==> config.mk <==
export PLATFORM = sky130hd
export DESIGN_NAME = rcc_top
export DESIGN_NICKNAME = d
export VERILOG_FILES = /design/src/rcc_pkg.sv /design/src/rcc_prescaler.sv /design/src/rcc_top.sv
export VERILOG_INCLUDE_DIRS = /design/src
export SDC_FILE = /design/constraint.sdc
export NUM_CORES = 1
export LEC_CHECK = 0
export ABC_AREA = 1
export BUFFER_PORTS_ARGS = -buffer_cell sky130_fd_sc_hd__buf_2
export CAP_MARGIN = 20
export CORE_ASPECT_RATIO = 2
export CORE_MARGIN = 5
export CORE_UTILIZATION = 45
export DETAILED_ROUTE_END_ITERATION = 8
export PLACE_DENSITY = 0.63
export RECOVER_POWER = 50
export SYNTH_ARGS = -nofsm -noshare
export SYNTH_HDL_FRONTEND = slang
export SYNTH_SLANG_ARGS = --single-unit
==> constraint.sdc <==
create_clock -name clk_sys -period 2.25 [get_ports clk_sys]
set_input_delay 0.1125 -clock clk_sys [delete_from_list [all_inputs] [get_ports clk_sys]]
set_output_delay 0.1125 -clock clk_sys [all_outputs]
set_load 0.05 [all_outputs]
==> src/rcc_params.svh <==
`ifndef RCC_PARAMS_SVH
`define RCC_PARAMS_SVH

// ----------------------------------------------------------------------
// register byte offsets
// ----------------------------------------------------------------------
`define RCC_OFS_CFG 8'h00
`define RCC_OFS_PAD 8'h04
`define RCC_OFS_VAL 8'h08

// ----------------------------------------------------------------------
// configuration register fields
// ----------------------------------------------------------------------
`define RCC_CFG_EN 15
`define RCC_CFG_WREN 13
`define RCC_CFG_SYNC 12
`define RCC_CFG_HALF 11
`define RCC_CFG_OE 10
`define RCC_CFG_PTR_HI 9
`define RCC_CFG_PTR_LO 8
`define RCC_CFG_CAL_HI 7
`define RCC_CFG_CAL_LO 0

// ----------------------------------------------------------------------
// pad register fields
// ----------------------------------------------------------------------
`define RCC_PAD_SEL_HI 2
`define RCC_PAD_SEL_LO 1

// ----------------------------------------------------------------------
// reset values
// ----------------------------------------------------------------------
`define RCC_CFG_RST 16'h0000
`define RCC_PAD_RST 2'h0
`define RCC_PTR_RST 2'h0

// ----------------------------------------------------------------------
// timing and bus answers
// ----------------------------------------------------------------------
`define RCC_REF_PER_SEC 32768
`define RCC_SEC_PER_MIN 6'h3b
`define RCC_RESP_OKAY 2'h0
`define RCC_RESP_SLVERR 2'h2

`endif

==> src/rcc_pkg.sv <==
package rcc_pkg;

    // clock output pin source
    typedef enum logic [1:0] {
        RCC_SEL_ALARM,
        RCC_SEL_SECONDS,
        RCC_SEL_SOURCE,
        RCC_SEL_RESERVED
    } rcc_out_sel_type;

    // value window pointer
    typedef logic [1:0] rcc_ptr_type;

endpackage

==> src/rcc_prescaler.sv <==
`timescale 1ns/100ps
`default_nettype none
`include "rcc_params.svh"

module rcc_prescaler #(
    parameter int REF_PER_SEC = `RCC_REF_PER_SEC
) (
    input wire logic clk_sys,
    input wire logic resetn,
    input wire logic ref_tick,
    input wire logic enable,
    input wire logic restart,
    input wire logic [7:0] cal,
    output logic half_second_flag
);
    import rcc_pkg::*;

    localparam logic signed [16:0] CNT_LAST = 17'(REF_PER_SEC - 1);
    localparam logic signed [16:0] CNT_HALF = 17'(REF_PER_SEC / 2);

    logic signed [16:0] cnt_reg, cnt_next;
    logic [5:0] sec_reg, sec_next;
    logic half_reg, half_next;
    logic min_reg, min_next;

    // ------------------------------------------------------------------
    // calibration offset: four reference pulses per step, signed
    // ------------------------------------------------------------------
    function automatic logic signed [16:0] cal_offset(input logic [7:0] c);
        cal_offset = {{7{c[7]}}, c, 2'b00};
    endfunction

    // ------------------------------------------------------------------
    // prescaler next state
    // ------------------------------------------------------------------
    always_comb begin
        cnt_next = cnt_reg;
        sec_next = sec_reg;
        min_next = 1'b0;
        if (restart) begin
            cnt_next = 17'sd0;
        end else if (enable && ref_tick) begin
            if (cnt_reg >= CNT_LAST) begin
                if (sec_reg == `RCC_SEC_PER_MIN) begin
                    sec_next = 6'h00;
                    cnt_next = cal_offset(cal);
                    min_next = 1'b1;
                end else begin
                    sec_next = sec_reg + 6'h01;
                    cnt_next = 17'sd0;
                end
            end else begin
                cnt_next = cnt_reg + 17'sd1;
            end
        end
        half_next = (cnt_next >= CNT_HALF);
    end

    always_ff @(posedge clk_sys or negedge resetn) begin
        if (!resetn) begin
            cnt_reg <= 17'sd0;
            sec_reg <= 6'h00;
            half_reg <= 1'b0;
            min_reg <= 1'b0;
        end else begin
            cnt_reg <= cnt_next;
            sec_reg <= sec_next;
            half_reg <= half_next;
            min_reg <= min_next;
        end
    end

    assign half_second_flag = half_reg;
endmodule
`default_nettype wire

==> src/rcc_top.sv <==
// Implementation choices: the placing of the registers and the AXI4-Lite interface to the registers.
`timescale 1ns/100ps
`default_nettype none
`include "rcc_params.svh"

module rcc_top #(
    parameter int REF_PER_SEC = `RCC_REF_PER_SEC
) (
    input wire logic clk_sys,
    input wire logic resetn,
    input wire logic soft_resetn,
    input wire logic ref_clk_in,
    input wire logic alarm_pulse_in,
    output logic clk_out_pin,
    output logic clk_out_en_n,
    output logic module_enable_out,
    input wire logic [7:0] s_axi_awaddr,
    input wire logic s_axi_awvalid,
    output logic s_axi_awready,
    input wire logic [31:0] s_axi_wdata,
    input wire logic [3:0] s_axi_wstrb,
    input wire logic s_axi_wvalid,
    output logic s_axi_wready,
    output logic [1:0] s_axi_bresp,
    output logic s_axi_bvalid,
    input wire logic s_axi_bready,
    input wire logic [7:0] s_axi_araddr,
    input wire logic s_axi_arvalid,
    output logic s_axi_arready,
    output logic [31:0] s_axi_rdata,
    output logic [1:0] s_axi_rresp,
    output logic s_axi_rvalid,
    input wire logic s_axi_rready
);
    import rcc_pkg::*;

    // ------------------------------------------------------------------
    // declarations
    // ------------------------------------------------------------------
    logic ref_s1_reg, ref_s2_reg, ref_s3_reg;
    logic ref_tick, half_flag, restart;
    logic wr_do;
    logic aw_got_reg, aw_got_next, w_got_reg, w_got_next;
    logic [7:0] awaddr_reg, awaddr_next;
    logic [31:0] wdata_reg, wdata_next;
    logic [3:0] wstrb_reg, wstrb_next;
    logic bvalid_reg, bvalid_next, rvalid_reg, rvalid_next;
    logic [1:0] bresp_reg, bresp_next, rresp_reg, rresp_next;
    logic [31:0] rdata_reg, rdata_next;
    logic en_reg, en_next, wren_reg, wren_next, oe_reg, oe_next;
    rcc_ptr_type ptr_reg, ptr_next;
    logic [7:0] cal_reg, cal_next;
    rcc_out_sel_type sel_reg, sel_next;
    logic [7:0] hi_mem [0:3];
    logic [7:0] hi_next [0:3];
    logic [7:0] lo_mem [0:3];
    logic [7:0] lo_next [0:3];
    logic clk_out_reg, clk_out_next, en_n_reg, en_n_next, out_src;

    // ------------------------------------------------------------------
    // helpers
    // ------------------------------------------------------------------
    function automatic rcc_ptr_type ptr_dec(input rcc_ptr_type p);
        ptr_dec = (p == 2'h0) ? 2'h0 : p - 2'h1;
    endfunction

    function automatic logic [15:0] cfg_image(input logic en, input logic wr,
                                            input logic hf, input logic oe,
                                            input rcc_ptr_type p,
                                            input logic [7:0] c);
        cfg_image = 16'h0000;
        cfg_image[`RCC_CFG_EN] = en;
        cfg_image[`RCC_CFG_WREN] = wr;
        cfg_image[`RCC_CFG_HALF] = hf;
        cfg_image[`RCC_CFG_OE] = oe;
        cfg_image[`RCC_CFG_PTR_HI:`RCC_CFG_PTR_LO] = p;
        cfg_image[`RCC_CFG_CAL_HI:`RCC_CFG_CAL_LO] = c;
    endfunction

    // ------------------------------------------------------------------
    // reference clock synchroniser
    // ------------------------------------------------------------------
    always_ff @(posedge clk_sys or negedge resetn) begin
        if (!resetn) begin
            ref_s1_reg <= 1'b0;
            ref_s2_reg <= 1'b0;
            ref_s3_reg <= 1'b0;
        end else begin
            ref_s1_reg <= ref_clk_in;
            ref_s2_reg <= ref_s1_reg;
            ref_s3_reg <= ref_s2_reg;
        end
    end

    assign ref_tick = ref_s2_reg && !ref_s3_reg;

    rcc_prescaler #(
        .REF_PER_SEC(REF_PER_SEC)
    ) u_prescaler (
        .clk_sys(clk_sys),
        .resetn(resetn),
        .ref_tick(ref_tick),
        .enable(en_reg),
        .restart(restart),
        .cal(cal_reg),
        .half_second_flag(half_flag)
    );

    // ------------------------------------------------------------------
    // bus handshakes
    // ------------------------------------------------------------------
    assign s_axi_awready = !aw_got_reg && !bvalid_reg;
    assign s_axi_wready = !w_got_reg && !bvalid_reg;
    assign s_axi_arready = !rvalid_reg;
    assign wr_do = aw_got_reg && w_got_reg && !bvalid_reg;

    // ------------------------------------------------------------------
    // register and bus next state
    // ------------------------------------------------------------------
    always_comb begin
        aw_got_next = aw_got_reg;
        w_got_next = w_got_reg;
        awaddr_next = awaddr_reg;
        wdata_next = wdata_reg;
        wstrb_next = wstrb_reg;
        bvalid_next = bvalid_reg;
        bresp_next = bresp_reg;
        rvalid_next = rvalid_reg;
        rresp_next = rresp_reg;
        rdata_next = rdata_reg;
        en_next = en_reg;
        wren_next = wren_reg;
        oe_next = oe_reg;
        ptr_next = ptr_reg;
        cal_next = cal_reg;
        sel_next = sel_reg;
        hi_next = hi_mem;
        lo_next = lo_mem;
        restart = 1'b0;
        if (s_axi_awvalid && s_axi_awready) begin
            aw_got_next = 1'b1;
            awaddr_next = s_axi_awaddr;
        end
        if (s_axi_wvalid && s_axi_wready) begin
            w_got_next = 1'b1;
            wdata_next = s_axi_wdata;
            wstrb_next = s_axi_wstrb;
        end
        if (wr_do) begin
            aw_got_next = 1'b0;
            w_got_next = 1'b0;
            bvalid_next = 1'b1;
            bresp_next = `RCC_RESP_OKAY;
            case (awaddr_reg)
                `RCC_OFS_CFG: begin
                    if (wstrb_reg[1]) begin
                        if (wren_reg) begin
                            en_next = wdata_reg[`RCC_CFG_EN];
                        end
                        wren_next = wdata_reg[`RCC_CFG_WREN];
                        oe_next = wdata_reg[`RCC_CFG_OE];
                        ptr_next = wdata_reg[`RCC_CFG_PTR_HI:`RCC_CFG_PTR_LO];
                    end
                    if (wstrb_reg[0]) begin
                        cal_next = wdata_reg[`RCC_CFG_CAL_HI:`RCC_CFG_CAL_LO];
                    end
                end
                `RCC_OFS_PAD: begin
                    if (wstrb_reg[0]) begin
                        sel_next = rcc_out_sel_type'(
                            wdata_reg[`RCC_PAD_SEL_HI:`RCC_PAD_SEL_LO]);
                    end
                end
                `RCC_OFS_VAL: begin
                    if (wren_reg) begin
                        if (wstrb_reg[1] && ptr_reg != 2'h3) begin
                            hi_next[ptr_reg] = wdata_reg[15:8];
                        end
                        if (wstrb_reg[0]) begin
                            lo_next[ptr_reg] = wdata_reg[7:0];
                            restart = (ptr_reg == 2'h0);
                        end
                    end
                    if (wstrb_reg[1]) begin
                        ptr_next = ptr_dec(ptr_next);
                    end
                end
                default: bresp_next = `RCC_RESP_SLVERR;
            endcase
        end
        if (bvalid_reg && s_axi_bready) begin
            bvalid_next = 1'b0;
        end
        if (rvalid_reg && s_axi_rready) begin
            rvalid_next = 1'b0;
        end
        if (s_axi_arvalid && s_axi_arready) begin
            rvalid_next = 1'b1;
            rresp_next = `RCC_RESP_OKAY;
            rdata_next = 32'h0000_0000;
            case (s_axi_araddr)
                `RCC_OFS_CFG: rdata_next[15:0] = cfg_image(en_reg, wren_reg,
                    half_flag, oe_reg, ptr_reg, cal_reg);
                `RCC_OFS_PAD: rdata_next[`RCC_PAD_SEL_HI:`RCC_PAD_SEL_LO] =
                    sel_reg;
                `RCC_OFS_VAL: begin
                    rdata_next[15:8] = (ptr_reg == 2'h3) ? 8'h00
                                                         : hi_mem[ptr_reg];
                    rdata_next[7:0] = lo_mem[ptr_reg];
                    ptr_next = ptr_dec(ptr_next);
                end
                default: rresp_next = `RCC_RESP_SLVERR;
            endcase
        end
        if (!soft_resetn) begin
            sel_next = RCC_SEL_ALARM;
            for (int i = 0; i < 4; i++) begin
                hi_next[i] = 8'h00;
                lo_next[i] = 8'h00;
            end
        end
    end

    always_ff @(posedge clk_sys or negedge resetn) begin
        if (!resetn) begin
            aw_got_reg <= 1'b0;
            w_got_reg <= 1'b0;
            awaddr_reg <= 8'h00;
            wdata_reg <= 32'h0000_0000;
            wstrb_reg <= 4'h0;
            bvalid_reg <= 1'b0;
            bresp_reg <= `RCC_RESP_OKAY;
            rvalid_reg <= 1'b0;
            rresp_reg <= `RCC_RESP_OKAY;
            rdata_reg <= 32'h0000_0000;
            en_reg <= 1'(`RCC_CFG_RST >> `RCC_CFG_EN);
            wren_reg <= 1'b0;
            oe_reg <= 1'b0;
            ptr_reg <= `RCC_PTR_RST;
            cal_reg <= 8'h00;
            sel_reg <= RCC_SEL_ALARM;
            for (int i = 0; i < 4; i++) begin
                hi_mem[i] <= 8'h00;
                lo_mem[i] <= 8'h00;
            end
        end else begin
            aw_got_reg <= aw_got_next;
            w_got_reg <= w_got_next;
            awaddr_reg <= awaddr_next;
            wdata_reg <= wdata_next;
            wstrb_reg <= wstrb_next;
            bvalid_reg <= bvalid_next;
            bresp_reg <= bresp_next;
            rvalid_reg <= rvalid_next;
            rresp_reg <= rresp_next;
            rdata_reg <= rdata_next;
            en_reg <= en_next;
            wren_reg <= wren_next;
            oe_reg <= oe_next;
            ptr_reg <= ptr_next;
            cal_reg <= cal_next;
            sel_reg <= sel_next;
            hi_mem <= hi_next;
            lo_mem <= lo_next;
        end
    end

    assign s_axi_bvalid = bvalid_reg;
    assign s_axi_bresp = bresp_reg;
    assign s_axi_rvalid = rvalid_reg;
    assign s_axi_rresp = rresp_reg;
    assign s_axi_rdata = rdata_reg;
    assign module_enable_out = en_reg;

    // ------------------------------------------------------------------
    // clock output pin
    // ------------------------------------------------------------------
    always_comb begin
        unique case (sel_reg)
            RCC_SEL_ALARM: out_src = alarm_pulse_in;
            RCC_SEL_SECONDS: out_src = half_flag;
            RCC_SEL_SOURCE: out_src = ref_s2_reg;
            RCC_SEL_RESERVED: out_src = 1'b0;
        endcase
        clk_out_next = oe_reg && out_src;
        en_n_next = !oe_reg;
    end

    always_ff @(posedge clk_sys or negedge resetn) begin
        if (!resetn) begin
            clk_out_reg <= 1'b0;
            en_n_reg <= 1'b1;
        end else begin
            clk_out_reg <= clk_out_next;
            en_n_reg <= en_n_next;
        end
    end

    assign clk_out_pin = clk_out_reg;
    assign clk_out_en_n = en_n_reg;

    logic [63:0] val_chk;
    assign val_chk = {hi_mem[0], hi_mem[1], hi_mem[2], hi_mem[3],
                      lo_mem[0], lo_mem[1], lo_mem[2], lo_mem[3]};
endmodule
`default_nettype wire

# Yosys cells after proc, flatten, opt, wreduce, memory -nomap -nowiden
# Index checks and enable logic that the tools add are counted.
[totals]
regBits = 158
inputBits = 62
out_inout_bits = 44
wordCells = 152
[op_classes]
addsub = 4
order_cmp = 4
eq_ne = 16
n_mux = 56
bitwise = 2
reduce_logical = 38
[op_table]
columns = ["cell", "n"]
rows = [
  ["$mux 32", 10],
  ["$mux 17", 4],
  ["$bwmux 32", 2],
  ["$mux 8", 6],
  ["$ge 17x16->1 const B", 2],
  ["$bmux 8 s2", 2],
  ["$mux 2", 13],
  ["$pmux 13 s2", 1],
  ["$add 17x2->17 const B", 1],
  ["$demux 8 s2", 1],
  ["$eq 8x3->1 const B", 2],
  ["$eq 8x4->1 const B", 2],
  ["$logic_not 8->1", 2],
  ["$logic_and 1x1->1", 14],
  ["$mux 1", 12],
  ["$ne 2x1->1 const B", 6],
  ["$reduce_and 3->1", 4],
  ["$reduce_and 4->1", 3],
  ["$reduce_bool 2->1", 4],
  ["$add 6x1->6 const B", 1],
  ["$eq 2x2->1 const B", 3],
  ["$eq 6x6->1 const B", 1],
  ["$logic_not 1->1", 6],
  ["$logic_not 2->1", 3],
  ["13 further kinds", 15],
]

# Depth between registers and ports, before layout
[logic_depth]
word_depth = 11
depth_mapped = 12
depth_no_buf = 12

# By module
# Synthesis repeated with hierarchy kept, for this count alone.
[unflattened]
hier_cells = 886
area_unflattened_um2 = 7425.9
[by_module_without_submodules]
columns = ["module", "n_inst", "cells_each", "area_per_inst_um2", "seq_area_each_um2"]
rows = [
  ["rcc_top", 1, 660, 5796.8, 3104.2],
  ["rcc_prescaler", 1, 226, 1629.1, 600.6],
]

# Worst setup path after synthesis
# No wires, ideal clock.
[synth_timing]
path_type = "register to register"
startpoint = "register bvalid_reg (netlist: s_axi_bvalid)"
endpoint = "register wdata_reg[15]"
setup_time_ps = 133
t_arrival_ps = 2069
required_ps = 2117
slack_ps = 48
path_stages_with_launch = 6
path_buffers = 1
period_less_slack_ps = 2202
path_cell_list = "dfrtp_1 > nor2_1 > nand2_1 > clkbuf_1 > nor2_1 > a21oi_1"
[synth_via]
elab_chain_len = 3
[synth_rtl]
columns = ["element", "line", "rtl"]
rows = [
  ["start: declaration", "rcc_top.sv:47", "logic bvalid_reg, bvalid_next, rvalid_reg, rvalid_next;"],
  ["start signal: assignment", "rcc_top.sv:252", "bvalid_reg <= bvalid_next;"],
  ["$logic_not 1->1", "rcc_top.sv:113", "assign s_axi_wready = !w_got_reg && !bvalid_reg;"],
  ["$logic_and 1x1->1", "rcc_top.sv:113", ""],
  ["named net s_axi_wready", "rcc_top.sv:23", "output logic s_axi_wready,"],
  ["$logic_and 1x1->1", "rcc_top.sv:144", "if (s_axi_wvalid && s_axi_wready) begin"],
  ["end signal: assignment", "rcc_top.sv:250", "wdata_reg <= wdata_next;"],
  ["end: declaration", "rcc_top.sv:45", "logic [31:0] wdata_reg, wdata_next;"],
]
# The timed path passes the listed nets, and every way through them passes these cells.
# A chain may end at the register's enable or synchronous reset.

# Worst setup path in the final report
[layout_timing]
startpoint = "register awaddr_reg[1]"
endpoint = "register hi_mem[27] (netlist name)"
[layout_via]
elab_chain_len = 3
[layout_rtl]
columns = ["element", "line", "rtl"]
rows = [
  ["start: declaration", "rcc_top.sv:44", "logic [7:0] awaddr_reg, awaddr_next;"],
  ["start signal: assignment", "rcc_top.sv:249", "awaddr_reg <= awaddr_next;"],
  ["$eq 8x4->1", "rcc_top.sv:154", "case (awaddr_reg)"],
  ["$ne 2x1->1 (no line)", "--", ""],
  ["$reduce_and 4->1 (no line)", "--", ""],
  ["end signal: assignment", "rcc_top.sv:263", "hi_mem <= hi_next;"],
  ["end: declaration", "rcc_top.sv:54", "logic [7:0] hi_mem [0:3];"],
]
# Every way passes these cells.

==> results.md <==
* Status: complete, but fails checks
* Violated checks: capacitance limit, slew limit
* Critical path class: reg2reg
* Synth warn at 0
* Worst Max-Slew Pin Slew at 1.721 ns
* Placed cell areas at about 7700 sq um
* Port bufs at 69
* Num CTS Buffers at 17
* DR WL/cell at 16.26 um
* Met3 usage in global routing at 4.051%
* 1st-pass router iterations at 5
* Clock skew at 0.009836 ns
* Met1 Use GR at between 20 and 25%
* Finished Layout Cells at 1,166
* Post-CTS Setup Inserts at 0
* Placed insts at around 1,100
* Power per Cell Area at 914.1 nW/um^2
* DR vias at 5,909
* Synth Instances at 826
* Top FF cell, synth: dfrtp_1
* Number of global-route vias before repair at roughly 6,000
* RSZ-0062 raised after global routing: no
* Tcrit/Tclk final at 88.97%
* Worst-path fanout max at 8
* Largest net degree at the start of global routing at 66
* Sequential Area at 3705 sq um
* Die height at 185.6 um
* Area contributors post-synth: dfrtp_1 53%, nand2_1 13%, o21ai_0 4.3%, nor2_1 4.2%, inv_1 3.8%
* Worst path bufs/invs at 0
* Top cell type's share of synthesized area at 53.05%
* Drt via density at between 5 and 6
* Syn-to-layout area delta at 23.11%
* Synth async-reset ratio at 100.0%
* Clk buf depth at 2
* Met2 usage at 42.18%
* Final Util at 56.11%
* Initial antenna violation count at 1
* Post-synth top area cell: dfrtp_1
* Post-synth EDFFs at 0
* CTS tree: built
* Clk slew on worst S/H paths at 0.06 ns
* # IOs at ~110
* Finished Cell Area at 8537 sq um
* Crit path DAT at 2.37 ns
* Worst Slack Setup Final at 0.2482 ns
* HPWL Detailed at 14,150 um
* Peak Freq at 499.6 MHz
* Max_slew headroom at -14.73%
* Footprint of the multi-input gates at 2805 sq um
* First-pass GRT wire length at slightly above 30,000 um
* Final hold vios at 0
* Pins Over Slew Limit at 64
* Clock Tree Root: clkbuf_16
* Netlist Area Pre-Place at 6934 sq um
* Skew-Pair Late Insertion Delay at 0.43 ns
* Diode count at 0
* Synth cell types at 43
* # rows at 64
* Most frequent cells in the layout: 248 x nand2_1, 147 x dfrtp_1, 75 x nor2_1
* #FFs+latches synth at 148
* Max FFs per register at 32
* Worst Reg-to-Reg Cells at 9
* DR iter-0 viols at 298
* Most Used Layer, Global Route: met2
* Htree depth at 4
* Share of cells above drive strength 1 at 15.91%
* Filler cell count at ~1,500
* Most frequent CP cell: nand2_1
* Final wirelength at around 19,000 um
* Max Cap Violations at 1
* Gpl congestion at 0.8604
* Core area at ~15,000 sq um
* Crit path required time at between 2 and 3 ns
* Fin nets at approximately 1,000
* Crit. End Element: flip-flop
* Pleak at 4.275 nW
* Crit path depth at 9
* Seq/Total Area, Yosys at 53.43%
* Delay-heaviest family, CP: simple AND/OR/NAND/NOR gates
* Syn_area_per_cell at 8.395 sq um
* Startpoint Class: flip-flop
* DRC at 0
* Place WS at 0.2235 ns
* Starting Density at 45.58%
* Fin Setup TNS at 0 ns
* Largest stage delay on the critical path at 0.39 ns
* Final Setup Violations at 0
* Clock tree sinks at 148
* Commonest non-fill, non-tap cell in the layout: nand2_1
* GRT Resource Usage Total at 22.06%
* Critical path cell sequence: nor2_2 > nand2_1 > nor3_2 > nand2_1 > nor3_2 > nand2_1 > nor2_1 > nand2_1 > nand2_1
* Slowest CP cell: dfrtp_1
* Die X at 97.78 um
* Peak VDD IR at about 0.00065 V
* Clock period minus worst slack at about 2 ns
* Grt ovf at 0
* Die footprint at 18,140 sq um
* Worst Hold Path Cells at 3
* Routed Antenna Nets at 0
* HP Class: in2reg
[synth_stat cells (4+ instances only)]
| cell | number |
|---|---|
| xor2_1 | 9 |
| clkbuf_1 | 18 |
| nor2_2 | 4 |
| or2_2 | 4 |
| o211ai_1 | 4 |
| a32o_1 | 6 |
| a22oi_1 | 8 |
| a221oi_1 | 6 |
| o21ai_0 | 59 |
| dfrtp_1 | 147 |
| a22o_1 | 5 |
| inv_1 | 70 |
| buf_4 | 19 |
| nand2_1 | 248 |
| a21oi_1 | 39 |
| nand3_1 | 39 |
| mux2_2 | 7 |
| nor3_1 | 7 |
| xnor2_1 | 4 |
| nor2_1 | 77 |
| nand4_1 | 15 |
[kinds of logic after synthesis]
family | count (synthesis) | share of synthesized area [%]
simple gates | 405 | 24.43
flops | 148 | 53.43
other cells | 1 | 0.05408
xor+xnor | 13 | 1.642
buf+inv | 112 | 7.109
mux | 7 | 1.137
fa+ha+maj | 2 | 0.3608
compound gates | 138 | 11.84
[routing by layer]
layer  vias up  wire length [um]
met5         -                10
met4         2              1032
met3        52               655
met2       138             10440
met1      2791              6825
li1       2926                 -
[cell type report]
cell class	instances	share of cell area (%)
sequential	148	43.40
multi-input combinational	583	32.86
timing repair buffer	131	10.49
clock buffer	18	5.027
inverter	74	3.254
tap	198	2.902
clock inverter	14	2.067
[metrics by stage]
step / hold WS [ns] / power (mW)
after floorplan: -0.1831 / 4.255
after global placement: 0.1474 / 4.876
after detailed placement: 0.1521 / 4.909
after CTS: 0.02462 / 7.859
after global routing: 0.04222 / 8.161
final: 0.03515 / 7.804
[where the power goes]
| group | internal, mW | leakage (nW) | switching, mW |
|---|---|---|---|
| Sequential | 2.97 | 1.96 | 0.259 |
| Clock | 1.75 | 0.280 | 1.16 |
| Combinational | 0.446 | 2.04 | 1.21 |
| Total | 5.17 | 4.28 | 2.63 |
[tightest hold or removal path: cells and delay by family]
family	cells	cell delay (ns)
and+or+nand+nor	1	0.12
buffers and inverters	1	0.10
AOI/OAI and AO/OA	1	0.07
[worst paths after layout]
check | from | end | slack (ns)
max | awaddr_reg[1]$_DFFE_PN0P_ | hi_mem[27]$_DFFE_PN0P_ | 0.25
min | alarm_pulse_in | clk_out_pin$_DFF_PN0_ | 0.04
max reg2reg | awaddr_reg[1]$_DFFE_PN0P_ | hi_mem[27]$_DFFE_PN0P_ | 0.25
min reg2reg | ref_s1_reg$_DFF_PN0_ | ref_s2_reg$_DFF_PN0_ | 0.36
max in group asynchronous | resetn | u_prescaler.sec_reg[4]$_DFFE_PN0P_ | 0.50
min in group asynchronous | resetn | u_prescaler.half_second_flag$_DFF_PN0_ | 0.67
[repair_timing]
item	in CTS	in global routing
hold endpoints to repair	90	0
gates resized for setup	0	0
hold buffers	30	0
Note: power is estimated with default switching activity, not from simulation.
